## config.mk

```make
export PLATFORM = sky130hd
export DESIGN_NAME = twi_slave
export DESIGN_NICKNAME = d
export VERILOG_FILES = /design/src/hdl/twi_slave_pkg.sv /design/src/hdl/twi_slave.sv
export SDC_FILE = /design/constraint.sdc
export NUM_CORES = 1
export LEC_CHECK = 0
export BUFFER_PORTS_ARGS = -buffer_cell sky130_fd_sc_hd__buf_2
export CORE_UTILIZATION = 56
export DETAILED_ROUTE_END_ITERATION = 10
export PLACE_DENSITY = 0.8
export SYNTH_ARGS = -nofsm -noshare
export SYNTH_HDL_FRONTEND = slang
export SYNTH_SLANG_ARGS = --single-unit
```

## constraint.sdc

```tcl
create_clock -name pclk -period 2.7 [get_ports pclk]
set_clock_uncertainty 0.2 [all_clocks]
set_input_delay 0.135 -clock pclk [delete_from_list [all_inputs] [get_ports pclk]]
set_output_delay 0.135 -clock pclk [all_outputs]
set_load 0.02 [all_outputs]
```

## src/hdl/twi_slave_pkg.sv

```systemverilog
// Shared constants, status codes and state types of the two-wire slave block
package twi_slave_pkg;

	// ========================================
	// Register byte addresses on the APB
	localparam logic [7:0] OFS_CONTROL = 8'h00;
	localparam logic [7:0] OFS_STATUS = 8'h04;
	localparam logic [7:0] OFS_DATA = 8'h08;
	localparam logic [7:0] OFS_OWN_ADDR = 8'h0C;
	localparam logic [7:0] OFS_IRQ_STATUS = 8'h10;
	localparam logic [7:0] OFS_IRQ_MASK = 8'h14;

	// ========================================
	// Bus control field positions
	localparam int CTL_FLAG = 7;
	localparam int CTL_ACK_EN = 6;
	localparam int CTL_START = 5;
	localparam int CTL_STOP = 4;
	localparam int CTL_WCOL = 3;
	localparam int CTL_ENABLE = 2;
	localparam int CTL_IEN = 0;

	// Event bits of the interrupt status and mask registers
	localparam int EV_FLAG = 0;
	localparam int EV_STOP = 1;
	localparam int EV_WAKE = 2;
	localparam int EV_W = 3;

	// ========================================
	// Slave status codes, prescaler bits zero
	localparam logic [7:0] SC_SR_ADDR = 8'h60;
	localparam logic [7:0] SC_SR_ADDR_ARB = 8'h68;
	localparam logic [7:0] SC_GC_ADDR = 8'h70;
	localparam logic [7:0] SC_GC_ADDR_ARB = 8'h78;
	localparam logic [7:0] SC_SR_DATA_ACK = 8'h80;
	localparam logic [7:0] SC_SR_DATA_NACK = 8'h88;
	localparam logic [7:0] SC_GC_DATA_ACK = 8'h90;
	localparam logic [7:0] SC_GC_DATA_NACK = 8'h98;
	localparam logic [7:0] SC_STOP_RS = 8'hA0;
	localparam logic [7:0] SC_ST_ADDR = 8'hA8;
	localparam logic [7:0] SC_ST_ADDR_ARB = 8'hB0;
	localparam logic [7:0] SC_ST_DATA_ACK = 8'hB8;
	localparam logic [7:0] SC_ST_DATA_NACK = 8'hC0;
	localparam logic [7:0] SC_ST_LAST_ACK = 8'hC8;
	localparam logic [7:0] SC_NO_INFO = 8'hF8;

	// Reset values and bit counts
	localparam logic [7:0] RST_OWN_ADDR = 8'h00;
	localparam logic [7:0] RST_CODE = SC_NO_INFO;
	localparam logic [3:0] BITS_PER_BYTE = 4'h8;
	localparam logic [3:0] LAST_TX_FALL = 4'h7;

	typedef enum logic [2:0] {
		ST_IDLE,
		ST_ADDR,
		ST_ADDR_ACK,
		ST_RX,
		ST_RX_ACK,
		ST_TX,
		ST_TX_ACK,
		ST_HOLD
	} slv_state_e;

	typedef struct packed {
		slv_state_e fsm;
		logic scl_s1, scl_s2, sda_s1, sda_s2, scl_q, sda_q;
		logic busy;
		logic [3:0] bit_cnt;
		logic [7:0] shreg;
		logic dir_read, is_gc, arb_q, tx_last, ack_bit, sda_lo;
		logic flag, stretch, ack_en, sta_req, sto_req, wcol, en, ien;
		logic [7:0] code;
		logic [1:0] presc;
		logic [7:0] own_addr;
		logic [7:0] data;
		logic start_pend, start_go, wake;
		logic [EV_W-1:0] irq_sts;
		logic [EV_W-1:0] irq_mask;
		logic [31:0] prdata;
	} slv_regs_s;

endpackage

```

## src/hdl/twi_slave.sv

```systemverilog
// Two-wire slave receiver/transmitter state logic with an APB register file
// ========================================
`timescale 1ns/1ps
`default_nettype none

module twi_slave
	import twi_slave_pkg::*;
(
	input wire logic pclk,
	input wire logic presetn,
	input wire logic ce,
	input wire logic psel,
	input wire logic penable,
	input wire logic pwrite,
	input wire logic [7:0] paddr,
	input wire logic [31:0] pwdata,
	output logic [31:0] prdata,
	output logic pready,
	output logic pslverr,
	input wire logic scl_i,
	output logic scl_o,
	output logic scl_oe_n,
	input wire logic sda_i,
	output logic sda_o,
	output logic sda_oe_n,
	input wire logic deep_sleep,
	input wire logic arb_lost,
	output logic start_go,
	output logic wake,
	output logic irq
);

	slv_regs_s r_ff, nxt_r;

	// ========================================
	// Bus line conditions, from the second synchroniser stage and its one-cycle delayed copy
	logic scl_rise, scl_fall, start_c, stop_c, addressed;
	assign scl_rise = r_ff.scl_s2 & ~r_ff.scl_q;
	assign scl_fall = ~r_ff.scl_s2 & r_ff.scl_q;
	assign start_c = r_ff.scl_s2 & r_ff.scl_q & r_ff.sda_q & ~r_ff.sda_s2;
	assign stop_c = r_ff.scl_s2 & r_ff.scl_q & ~r_ff.sda_q & r_ff.sda_s2;
	assign addressed = (r_ff.fsm == ST_RX) || (r_ff.fsm == ST_RX_ACK) ||
		(r_ff.fsm == ST_TX) || (r_ff.fsm == ST_TX_ACK);

	// APB decode; zero wait states, reads captured in the setup cycle
	logic acc, wr, setup, mapped, flag_clr, addr_match;
	assign acc = psel & penable;
	assign wr = acc & pwrite;
	assign setup = psel & ~penable;
	assign mapped = (paddr == OFS_CONTROL) || (paddr == OFS_STATUS) ||
		(paddr == OFS_DATA) || (paddr == OFS_OWN_ADDR) ||
		(paddr == OFS_IRQ_STATUS) || (paddr == OFS_IRQ_MASK);
	assign flag_clr = wr && (paddr == OFS_CONTROL) && pwdata[CTL_FLAG] && r_ff.flag;
	// Own address, or general call when bit zero allows it
	assign addr_match = r_ff.ack_en && ((r_ff.shreg[7:1] == r_ff.own_addr[7:1]) ||
		((r_ff.shreg[7:1] == 7'h00) && r_ff.own_addr[0]));

	// ========================================
	// Next state of everything
	always_comb begin
		logic [EV_W-1:0] ev;
		logic [7:0] st_rd;
		ev = '0;
		st_rd = 8'h00;
		nxt_r = r_ff;
		if (ce) begin
			// Two-stage synchronisers on both bus lines
			nxt_r.scl_s1 = scl_i;
			nxt_r.scl_s2 = r_ff.scl_s1;
			nxt_r.sda_s1 = sda_i;
			nxt_r.sda_s2 = r_ff.sda_s1;
			nxt_r.scl_q = r_ff.scl_s2;
			nxt_r.sda_q = r_ff.sda_s2;
			nxt_r.start_go = 1'b0;
			if (start_c) begin
				nxt_r.busy = 1'b1;
			end else if (stop_c) begin
				nxt_r.busy = 1'b0;
			end
			// Software register writes
			if (wr) begin
				unique case (paddr)
					OFS_CONTROL: begin
						nxt_r.ack_en = pwdata[CTL_ACK_EN];
						nxt_r.sta_req = pwdata[CTL_START];
						nxt_r.sto_req = pwdata[CTL_STOP];
						nxt_r.en = pwdata[CTL_ENABLE];
						nxt_r.ien = pwdata[CTL_IEN];
					end
					OFS_STATUS: nxt_r.presc = pwdata[1:0];
					OFS_DATA: begin
						// Writing while the bus owns the byte is a collision
						if (r_ff.flag) begin
							nxt_r.data = pwdata[7:0];
							nxt_r.wcol = 1'b0;
						end else begin
							nxt_r.wcol = 1'b1;
						end
					end
					OFS_OWN_ADDR: nxt_r.own_addr = pwdata[7:0];
					OFS_IRQ_MASK: nxt_r.irq_mask = pwdata[EV_W-1:0];
					default: ;
				endcase
			end
			// Flag clear releases the held bus and picks the next step
			if (flag_clr) begin
				nxt_r.flag = 1'b0;
				nxt_r.stretch = 1'b0;
				nxt_r.wake = 1'b0;
				// A STOP report leaves the engine idle rather than held, so match it by code
				if (r_ff.fsm == ST_HOLD || r_ff.code == SC_STOP_RS) begin
					unique case (r_ff.code)
						SC_SR_DATA_NACK, SC_GC_DATA_NACK, SC_STOP_RS,
						SC_ST_DATA_NACK, SC_ST_LAST_ACK: begin
							nxt_r.fsm = (r_ff.fsm == ST_HOLD) ? ST_IDLE : r_ff.fsm;
							nxt_r.start_pend = pwdata[CTL_START];
						end
						SC_ST_ADDR, SC_ST_ADDR_ARB, SC_ST_DATA_ACK: begin
							nxt_r.fsm = ST_TX;
							nxt_r.bit_cnt = 4'h0;
							nxt_r.shreg = nxt_r.data;
							nxt_r.sda_lo = ~nxt_r.data[7];
							nxt_r.tx_last = ~pwdata[CTL_ACK_EN];
						end
						default: begin
							nxt_r.fsm = ST_RX;
							nxt_r.bit_cnt = 4'h0;
						end
					endcase
				end
			end
			// Slave protocol engine
			if (!r_ff.en) begin
				nxt_r.fsm = ST_IDLE;
				nxt_r.sda_lo = 1'b0;
			end else if (start_c || stop_c) begin
				if (addressed) begin
					nxt_r.flag = 1'b1;
					nxt_r.code = SC_STOP_RS;
					nxt_r.stretch = start_c;
					ev[EV_STOP] = 1'b1;
					ev[EV_FLAG] = r_ff.ien;
				end
				nxt_r.fsm = start_c ? ST_ADDR : ST_IDLE;
				nxt_r.bit_cnt = 4'h0;
				nxt_r.sda_lo = 1'b0;
			end else begin
				unique case (r_ff.fsm)
					ST_IDLE, ST_HOLD: ;
					ST_ADDR: begin
						if (scl_rise) begin
							nxt_r.shreg = {r_ff.shreg[6:0], r_ff.sda_s2};
							nxt_r.bit_cnt = r_ff.bit_cnt + 4'h1;
						end else if (scl_fall && r_ff.bit_cnt == BITS_PER_BYTE) begin
							if (addr_match) begin
								nxt_r.fsm = ST_ADDR_ACK;
								nxt_r.sda_lo = 1'b1;
								nxt_r.dir_read = r_ff.shreg[0];
								nxt_r.is_gc = (r_ff.shreg[7:1] == 7'h00);
								nxt_r.arb_q = arb_lost;
							end else begin
								nxt_r.fsm = ST_IDLE;
							end
						end
					end
					ST_ADDR_ACK: begin
						if (scl_fall) begin
							nxt_r.sda_lo = 1'b0;
							nxt_r.flag = 1'b1;
							nxt_r.stretch = 1'b1;
							nxt_r.fsm = ST_HOLD;
							ev[EV_FLAG] = r_ff.ien;
							if (r_ff.dir_read) begin
								nxt_r.code = r_ff.arb_q ? SC_ST_ADDR_ARB : SC_ST_ADDR;
							end else if (r_ff.is_gc) begin
								nxt_r.code = r_ff.arb_q ? SC_GC_ADDR_ARB : SC_GC_ADDR;
							end else begin
								nxt_r.code = r_ff.arb_q ? SC_SR_ADDR_ARB : SC_SR_ADDR;
							end
							// Asleep the byte register is left alone
							if (deep_sleep) begin
								nxt_r.wake = 1'b1;
								ev[EV_WAKE] = 1'b1;
							end else begin
								nxt_r.data = r_ff.shreg;
							end
						end
					end
					ST_RX: begin
						if (scl_rise) begin
							nxt_r.shreg = {r_ff.shreg[6:0], r_ff.sda_s2};
							nxt_r.bit_cnt = r_ff.bit_cnt + 4'h1;
						end else if (scl_fall && r_ff.bit_cnt == BITS_PER_BYTE) begin
							nxt_r.ack_bit = r_ff.ack_en;
							nxt_r.sda_lo = r_ff.ack_en;
							nxt_r.fsm = ST_RX_ACK;
						end
					end
					ST_RX_ACK: begin
						if (scl_fall) begin
							nxt_r.sda_lo = 1'b0;
							nxt_r.data = r_ff.shreg;
							nxt_r.flag = 1'b1;
							nxt_r.stretch = 1'b1;
							nxt_r.fsm = ST_HOLD;
							ev[EV_FLAG] = r_ff.ien;
							if (r_ff.is_gc) begin
								nxt_r.code = r_ff.ack_bit ? SC_GC_DATA_ACK : SC_GC_DATA_NACK;
							end else begin
								nxt_r.code = r_ff.ack_bit ? SC_SR_DATA_ACK : SC_SR_DATA_NACK;
							end
						end
					end
					ST_TX: begin
						// Bits change only while the clock is low
						if (scl_fall) begin
							if (r_ff.bit_cnt == LAST_TX_FALL) begin
								nxt_r.sda_lo = 1'b0;
								nxt_r.fsm = ST_TX_ACK;
							end else begin
								nxt_r.shreg = {r_ff.shreg[6:0], 1'b1};
								nxt_r.sda_lo = ~r_ff.shreg[6];
								nxt_r.bit_cnt = r_ff.bit_cnt + 4'h1;
							end
						end
					end
					ST_TX_ACK: begin
						if (scl_rise) begin
							nxt_r.ack_bit = ~r_ff.sda_s2;
						end else if (scl_fall) begin
							nxt_r.flag = 1'b1;
							nxt_r.stretch = 1'b1;
							nxt_r.fsm = ST_HOLD;
							ev[EV_FLAG] = r_ff.ien;
							if (!r_ff.ack_bit) begin
								nxt_r.code = SC_ST_DATA_NACK;
							end else if (r_ff.tx_last) begin
								nxt_r.code = SC_ST_LAST_ACK;
							end else begin
								nxt_r.code = SC_ST_DATA_ACK;
							end
						end
					end
				endcase
			end
			// Deferred START handed to the master engine once the bus is free
			if (r_ff.start_pend && !r_ff.busy && r_ff.en) begin
				nxt_r.start_go = 1'b1;
				nxt_r.start_pend = 1'b0;
			end
			// Read data captured in setup; status shows no-info while flag low
			st_rd = r_ff.flag ? r_ff.code : SC_NO_INFO;
			if (setup) begin
				unique case (paddr)
					OFS_CONTROL: nxt_r.prdata = {24'h000000, r_ff.flag, r_ff.ack_en,
						r_ff.sta_req, r_ff.sto_req, r_ff.wcol, r_ff.en, 1'b0, r_ff.ien};
					OFS_STATUS: nxt_r.prdata = {24'h000000, st_rd[7:3], 1'b0, r_ff.presc};
					OFS_DATA: nxt_r.prdata = {24'h000000, r_ff.data};
					OFS_OWN_ADDR: nxt_r.prdata = {24'h000000, r_ff.own_addr};
					OFS_IRQ_STATUS: nxt_r.prdata = {29'h00000000, r_ff.irq_sts};
					OFS_IRQ_MASK: nxt_r.prdata = {29'h00000000, r_ff.irq_mask};
					default: nxt_r.prdata = 32'h00000000;
				endcase
			end
			// Read clears sticky events; a new event in that cycle still lands
			if (acc && !pwrite && paddr == OFS_IRQ_STATUS) begin
				nxt_r.irq_sts = '0;
			end
			nxt_r.irq_sts = nxt_r.irq_sts | ev;
		end
	end

	// ========================================
	// State register
	always_ff @(posedge pclk or negedge presetn) begin
		if (!presetn) begin
			r_ff <= '0;
			// Line samples start at the idle high level, so no false edge follows reset
			r_ff.scl_s1 <= 1'b1;
			r_ff.scl_s2 <= 1'b1;
			r_ff.scl_q <= 1'b1;
			r_ff.sda_s1 <= 1'b1;
			r_ff.sda_s2 <= 1'b1;
			r_ff.sda_q <= 1'b1;
		end else begin
			r_ff <= nxt_r;
		end
	end

	// Open-drain pins only ever pull low
	assign scl_o = 1'b0;
	assign sda_o = 1'b0;
	assign scl_oe_n = ~(r_ff.flag & r_ff.stretch);
	assign sda_oe_n = ~r_ff.sda_lo;
	assign prdata = r_ff.prdata;
	assign pready = 1'b1;
	assign pslverr = acc & ~mapped;
	assign start_go = r_ff.start_go;
	assign wake = r_ff.wake;
	assign irq = |(r_ff.irq_sts & r_ff.irq_mask);
endmodule

`default_nettype wire

```

==> impl_metrics.toml, run 1 <==
[place]
dpl_worst_slack_ns = 0.2331
placed_cells = 648
dp_hpwl_mm = 9.365
finalWeightedCongestion = 0.9364
port_buffers = 39

[job]
cap_viol_max_count = 0

[logic_synthesis]
synth_edf_count = 0
synth_warnings = 0
ys.flop_type = "dfrtp_1"
async_flop_share = 1.000
synthCells = 511
ys_ff_latch = 76
synthesis.area_um2 = 4843
ys_types = 76
syn_avg_cell_area_um2 = 9.478
yosysSeqAreaShare = 0.3942

[worst_setup_path]
r2r_end = "r_ff[85]$_DFFE_PN0P_"
r2r_slack_ns = 0.19
crit_fanout = 3
crit_arrival_ns = 2.68
worst_ep_required_time_ns = 2.78
crit_type = "input pin to register"
cp-endpoint = "r_ff[69]$_DFFE_PN0P_"
r2r_start = "r_ff[101]$_DFFE_PN0P_"
cp-end-kind = "register"
r2r_cells = 6
startpoint_type = "input pin"
crit_path_start = "paddr[1]"

[clock_network]
cts_tree = "built"
clockRootBuffer = "clkbuf_8"
h-tree-depth = 3
numCtsBuffers = 9
clk_latency_ns = 0.37
post_cts_buffers = 0
path_clk_slew_ns = 0.09
clkSinkCount = 76
clockBufferDepth = 2

[power]
power_density_nw_per_um2 = 465.3
power.leakage_nw = 2.469
ir_drop_v = 0.0003616

[drt]
antenna_left = 0
via_per_inst = 6.352
wl_per_cell_um = 19.34
finalWirelength_mm = 13.25
drcViolationCount = 0
drt_iter0_markers = 376
routed-via-count = 4351
first_pass_iters = 7

[sta]
hold_viol = 0
slew_viol_final = 0
tns_ns = 0
grt_setup_unrepaired = "no"
worst_pin_slew_ns = 0.9469
slew_headroom = 0.3687
post-route-min-period_ns = 2.608
fin_crit_sh = 0.9658
setup_violations = 0
fmax_mhz = 383.5
finalWorstSetupSlack_ns = 0.09233

[floorplanning]
core_area_um2 = 8299
die_area_um2 = 9025
ios = 91
start_util = 0.5836
die_w_um = 95
die_h_um = 95
placementRows = 33

[cells_and_area]
layoutNonFillerInstCount = 685
drive_gt1_frac = 0.2379
final_nets = 627
n_antenna_cell = 0
finish.utilization = 0.6689
syn_to_final_growth_pct = 14.62

[global_route]
grt_max_degree = 77
grt_pass1_vias = 4231
grt_overflow = 0
grtUsageTotal = 0.3148
grt_pass1_wl_mm = 21.36
antenna_found_initial = 0

[outcome]
status = "finished clean"

[worst_hold_path]
min_path_type = "input pin to register"
[cell families after synthesis]
group,synth area share
other cells,0.001551
simple gates,0.1886
xor+xnor,0.02532
mux,0.09661
flops,0.3942
compound gates,0.1979
fa+ha+maj,0.005166
buf+inv,0.09067
[per-stage QoR]
step	power, mW	area (um^2)	hold WS (ns)
2_1_floorplan	1.473	4937	-0.3606
3_3_place_gp	1.557	5097	0.1421
3_5_place_dp	1.566	5097	0.1445
4_1_cts	2.583	5533	0.007772
5_1_grt	2.679	5552	0.05301
6_report	2.583	5552	0.01180
[worst max-delay path, cell delays in order]
cell,delay (ns)
dlygate4sd3_1,0.53
buf_2,0.14
nor4_2,0.36
dlygate4sd3_1,0.61
nand3_1,0.11
dlygate4sd3_1,0.60
o31ai_1,0.20
[sequential cells by signal, summed over array words and instances, names as in the netlist]
name and count:
r_ff 66, prdata 8, start_go 1, wake 1
[synth_stat cells (5+ instances only)]
cell type	instances	area, um^2
a211oi_1	5	37.54
a2bb2oi_1	8	70.07
clkbuf_1	15	56.30
o21ai_0	22	110.1
xor2_1	5	43.79
a21oi_1	16	80.08
dfrtp_1	70	1752
nand3b_1	6	45.04
nand2_1	51	191.4
nor2_1	18	67.56
dfstp_2	6	157.7
mux2i_1	13	130.1
xnor2_1	9	78.83
and3_1	5	31.28
inv_1	17	63.81
nor3_1	21	105.1
nand3_1	8	40.04
a31o_2	6	52.55
a22o_1	9	78.83
o211ai_1	8	60.06
a222oi_1	8	80.08
o21a_1	6	45.04
mux2_2	30	337.8
nand4_1	12	75.07
nor2b_1	10	62.56
buf_4	36	270.3
buf_2	6	30.03
[worst min path at each step]
stage                 start                     to  slack, ns  cells after the start
floorplan           presetn  prdata[0]$_DFFE_PN0P_      -0.36                      0
global placement    presetn   r_ff[58]$_DFFE_PN0P_       0.14                      1
detailed placement  presetn   r_ff[57]$_DFFE_PN0P_       0.14                      1
CTS                      ce  r_ff[100]$_DFFE_PN0P_      0.008                      2
global route        penable   r_ff[35]$_DFFE_PN0P_       0.05                      3
finish                   ce  r_ff[100]$_DFFE_PN0P_       0.01                      2
[layer usage]
layer  wire length [um]  up-vias  GRT usage
met2               6211      245     0.5066
met5                  0        -          0
met1               5606     2090     0.4060
li1                   -     1976          -
met3                978       40    0.05072
met4                452        0     0.1667
[final cells by class]
cell class | instances | area (um^2)
clock buffer | 10 | 127.6
clock inverter | 6 | 97.59
fill | 643 | 2748
inverter | 18 | 67.56
multi-input combinational | 383 | 2608
sequential | 76 | 1909
tap | 105 | 131.4
timing repair buffer | 87 | 610.6
[placed cells by master, fill, tap and decap left out, types with 8 or more instances in the layout]
| master | netlist | final |
|---|---|---|
| a21oi_1 | 16 | 16 |
| a222oi_1 | 8 | 8 |
| a22o_1 | 9 | 9 |
| a2bb2oi_1 | 8 | 8 |
| buf_2 | 6 | 38 |
| buf_4 | 36 | 28 |
| clkbuf_8 | 0 | 9 |
| conb_1 | 2 | 27 |
| dfrtp_1 | 70 | 70 |
| dlygate4sd3_1 | 0 | 21 |
| inv_1 | 17 | 17 |
| mux2_2 | 30 | 30 |
| mux2i_1 | 13 | 13 |
| nand2_1 | 51 | 51 |
| nand3_1 | 8 | 8 |
| nand4_1 | 12 | 12 |
| nor2_1 | 18 | 18 |
| nor2b_1 | 10 | 10 |
| nor3_1 | 21 | 21 |
| o211ai_1 | 8 | 8 |
| o21ai_0 | 22 | 22 |
| xnor2_1 | 9 | 9 |
[power breakdown]
part           internal [mW]  switching (mW)
clock                  0.532           0.476
combinational          0.123           0.208
sequential              1.19          0.0549
total                   1.84           0.739
[timing repair]
item,CTS,global route
endpoints found under the hold margin,98,0
hold buffers,21,0
setup endpoints to repair,0,9
gates resized for setup,0,3
Power figures use the tool's default switching activity.
==> run 2, diff against run 1 <==
--- a/config.mk
+++ b/config.mk
@@ -6,9 +6,11 @@
 export NUM_CORES = 1
 export LEC_CHECK = 0
 export BUFFER_PORTS_ARGS = -buffer_cell sky130_fd_sc_hd__buf_2
-export CORE_UTILIZATION = 56
+export CELL_PAD_IN_SITES_DETAIL_PLACEMENT = 1
+export CELL_PAD_IN_SITES_GLOBAL_PLACEMENT = 1
+export CORE_UTILIZATION = 43
 export DETAILED_ROUTE_END_ITERATION = 10
-export PLACE_DENSITY = 0.8
+export PLACE_DENSITY_LB_ADDON = 0.1
 export SYNTH_ARGS = -nofsm -noshare
 export SYNTH_HDL_FRONTEND = slang
 export SYNTH_SLANG_ARGS = --single-unit
==> run 2 against run 1 <==
Critical path depth is the same. Final area grew 1.0%. Core utilization fell by 15 points. Register-to-register slack better by 0.07 ns. Clock-buffer cell count grew 2. First-iteration DRC count shrank 28%. Setup slack got worse by 0.0069 ns. Fmax shrank 0.27%. Die area grew 30%. Combinational power up 7.3%. Highest routed layer unchanged.
==> impl_metrics.toml, run 2 (same netlist as run 1, synthesis figures left out) <==
[power]
p_sw_uw = 728.6
swShare = 0.2885
p_int_mw = 1.797
p_total_mw = 2.525
power_density_nw_per_um2 = 450.3
comb_power_share = 0.141
power_frac_seq = 0.492
clkPwrFrac = 0.367
power.leakage_nw = 2.472
ir_drop_v = 0.0002636

[worst_setup_path]
startpoint_type = "input pin"
crit_type = "input pin to register"
slowest_delay_ns = 0.59
crit_chain = "dlygate4sd3_1 -> buf_2 -> or4_4 -> or4_4 -> nor3_4 -> o21ai_2 -> a211o_1"
crit_fanout = 6
worst_path_max_delay_cell = "or4_4"
cp-end-kind = "register"
path_delay_family = "simple AND/OR/NAND/NOR gates"
crit_top_cell = "or4_4"
worst_ep_required_time_ns = 2.75
crit_arrival_ns = 2.67
path_buf_inv = 2

[global_route]
grt_pass1_wl_mm = 23.98
antenna_found_initial = 0
grt_overflow = 0
use_met2 = 0.4613
grt.busiest_layer = "met2"
grtUsageTotal = 0.2756
grt_util_met1 = 0.3640
grt_max_degree = 77
grt_pass1_vias = 4331
use_met3 = 0.05184

[sta]
grt_setup_unrepaired = "no"
slew_viol_final = 0
setup_violations = 0
hold_viol = 0
slew_headroom = 0.5881
hold_ws_ns = 0.03914
tns_ns = 0
fin_crit_sh = 0.9684
fmax_mhz = 382.5
post-route-min-period_ns = 2.615
worst_pin_slew_ns = 0.6171

[floorplanning]
start_util = 0.4448
die_h_um = 108.1
placementRows = 38
ios = 91
die_w_um = 108.1
die_area_um2 = 11690
core_area_um2 = 10890

[drt]
antenna_left = 0
drcViolationCount = 0
first_pass_iters = 5
wl_per_cell_um = 21.01
via_per_inst = 5.887
finalWirelength_mm = 15.19
drt_iter0_markers = 270
routed-via-count = 4256

[clock_network]
path_clk_slew_ns = 0.08
clk_latency_ns = 0.37
h-tree-depth = 3
numCtsBuffers = 9
cts_tree = "built"
clockBufferDepth = 2
clockRootBuffer = "clkbuf_8"
clkSinkCount = 76

[job]
cap_viol_max_count = 0

[cells_and_area]
multi_input_area_um2 = 2615
layout_commonest_cell = "dfrtp_1"
final_nets = 630
syn_to_final_growth_pct = 15.78
n_antenna_cell = 0
layout_common_cells = "70 x dfrtp_1, 50 x nand2_1, 38 x buf_2"
regMostFlops = "r_ff"
fillers = 1295
largest_register_ffs = 66
seq_area_um2 = 1909
drive_gt1_frac = 0.2504

[place]
dp_hpwl_mm = 11.18
port_buffers = 39
finalWeightedCongestion = 0.8663

[worst_hold_path]
min_path_type = "input pin to register"

[outcome]
status = "finished clean"
## run 2: cell type report
class | count | share of cell area
Clock buffer | 12 | 0.02767
Clock inverter | 4 | 0.008478
Inverter | 18 | 0.01205
Multi-Input combinational cell | 383 | 0.4663
Sequential cell | 76 | 0.3405
Tap cell | 140 | 0.03124
Timing Repair Buffer | 90 | 0.1138
## run 2: path summary, 6_finish.rpt
kind | endpoint | slack (ns) | cells after the start | from
setup / recovery | r_ff[91]$_DFFE_PN0P_ | 0.09 | 7 | paddr[1]
hold / removal | r_ff[37]$_DFFE_PN0P_ | 0.04 | 4 | psel
setup reg to reg | r_ff[64]$_DFFE_PN0P_ | 0.26 | 6 | r_ff[98]$_DFFE_PN1P_
hold reg to reg | start_go$_DFFE_PN0P_ | 0.29 | 2 | start_go$_DFFE_PN0P_
max in group asynchronous | r_ff[98]$_DFFE_PN1P_ | 1.81 | 3 | presetn
min in group asynchronous | prdata[0]$_DFFE_PN0P_ | 0.12 | 3 | presetn
## run 2: layer usage
| metal | share of wire | wire length [um] |
|---|---|---|
| met1 | 0.45 | 6885 |
| met3 | 0.048 | 731 |
| met5 | 0 | 0 |
| met2 | 0.49 | 7385 |
| met4 | 0.012 | 187 |
## run 2: per-stage QoR
step           setup slack, ns  instances  utilization  instance area, um^2
6_report               0.08539        723       0.5151                 5608
5_1_grt                0.02562        723       0.5151                 5608
4_1_cts                0.02245        723       0.5126                 5582
3_5_place_dp            0.1880        689       0.4775                 5199
3_3_place_gp            0.2172        689       0.4775                 5199
2_1_floorplan           0.2577        536            -                 4937
## run 2: tightest hold or removal path, delay by kind of cell
kind | cells | cell delay [ns]
buffers and inverters | 1 | 0.15
AND/OR/NAND/NOR | 3 | 0.29
## run 2: what timing repair did
action                                  in CTS  in global routing
resized for setup                            0                  5
endpoints found under the setup margin       0                 10
buffers inserted                             0                  0
hold buffers                                18                  0
endpoints found under the hold margin      102                  0
## run 2: power by group through the flow
stage	Clock [mW]	Combinational, mW	Sequential, mW
3_3_place_gp	0	0.323	1.26
3_5_place_dp	0	0.333	1.26
2_1_floorplan	0	0.237	1.24
4_1_cts	0.950	0.353	1.24
6_report	0.927	0.355	1.24
5_1_grt	0.984	0.385	1.25
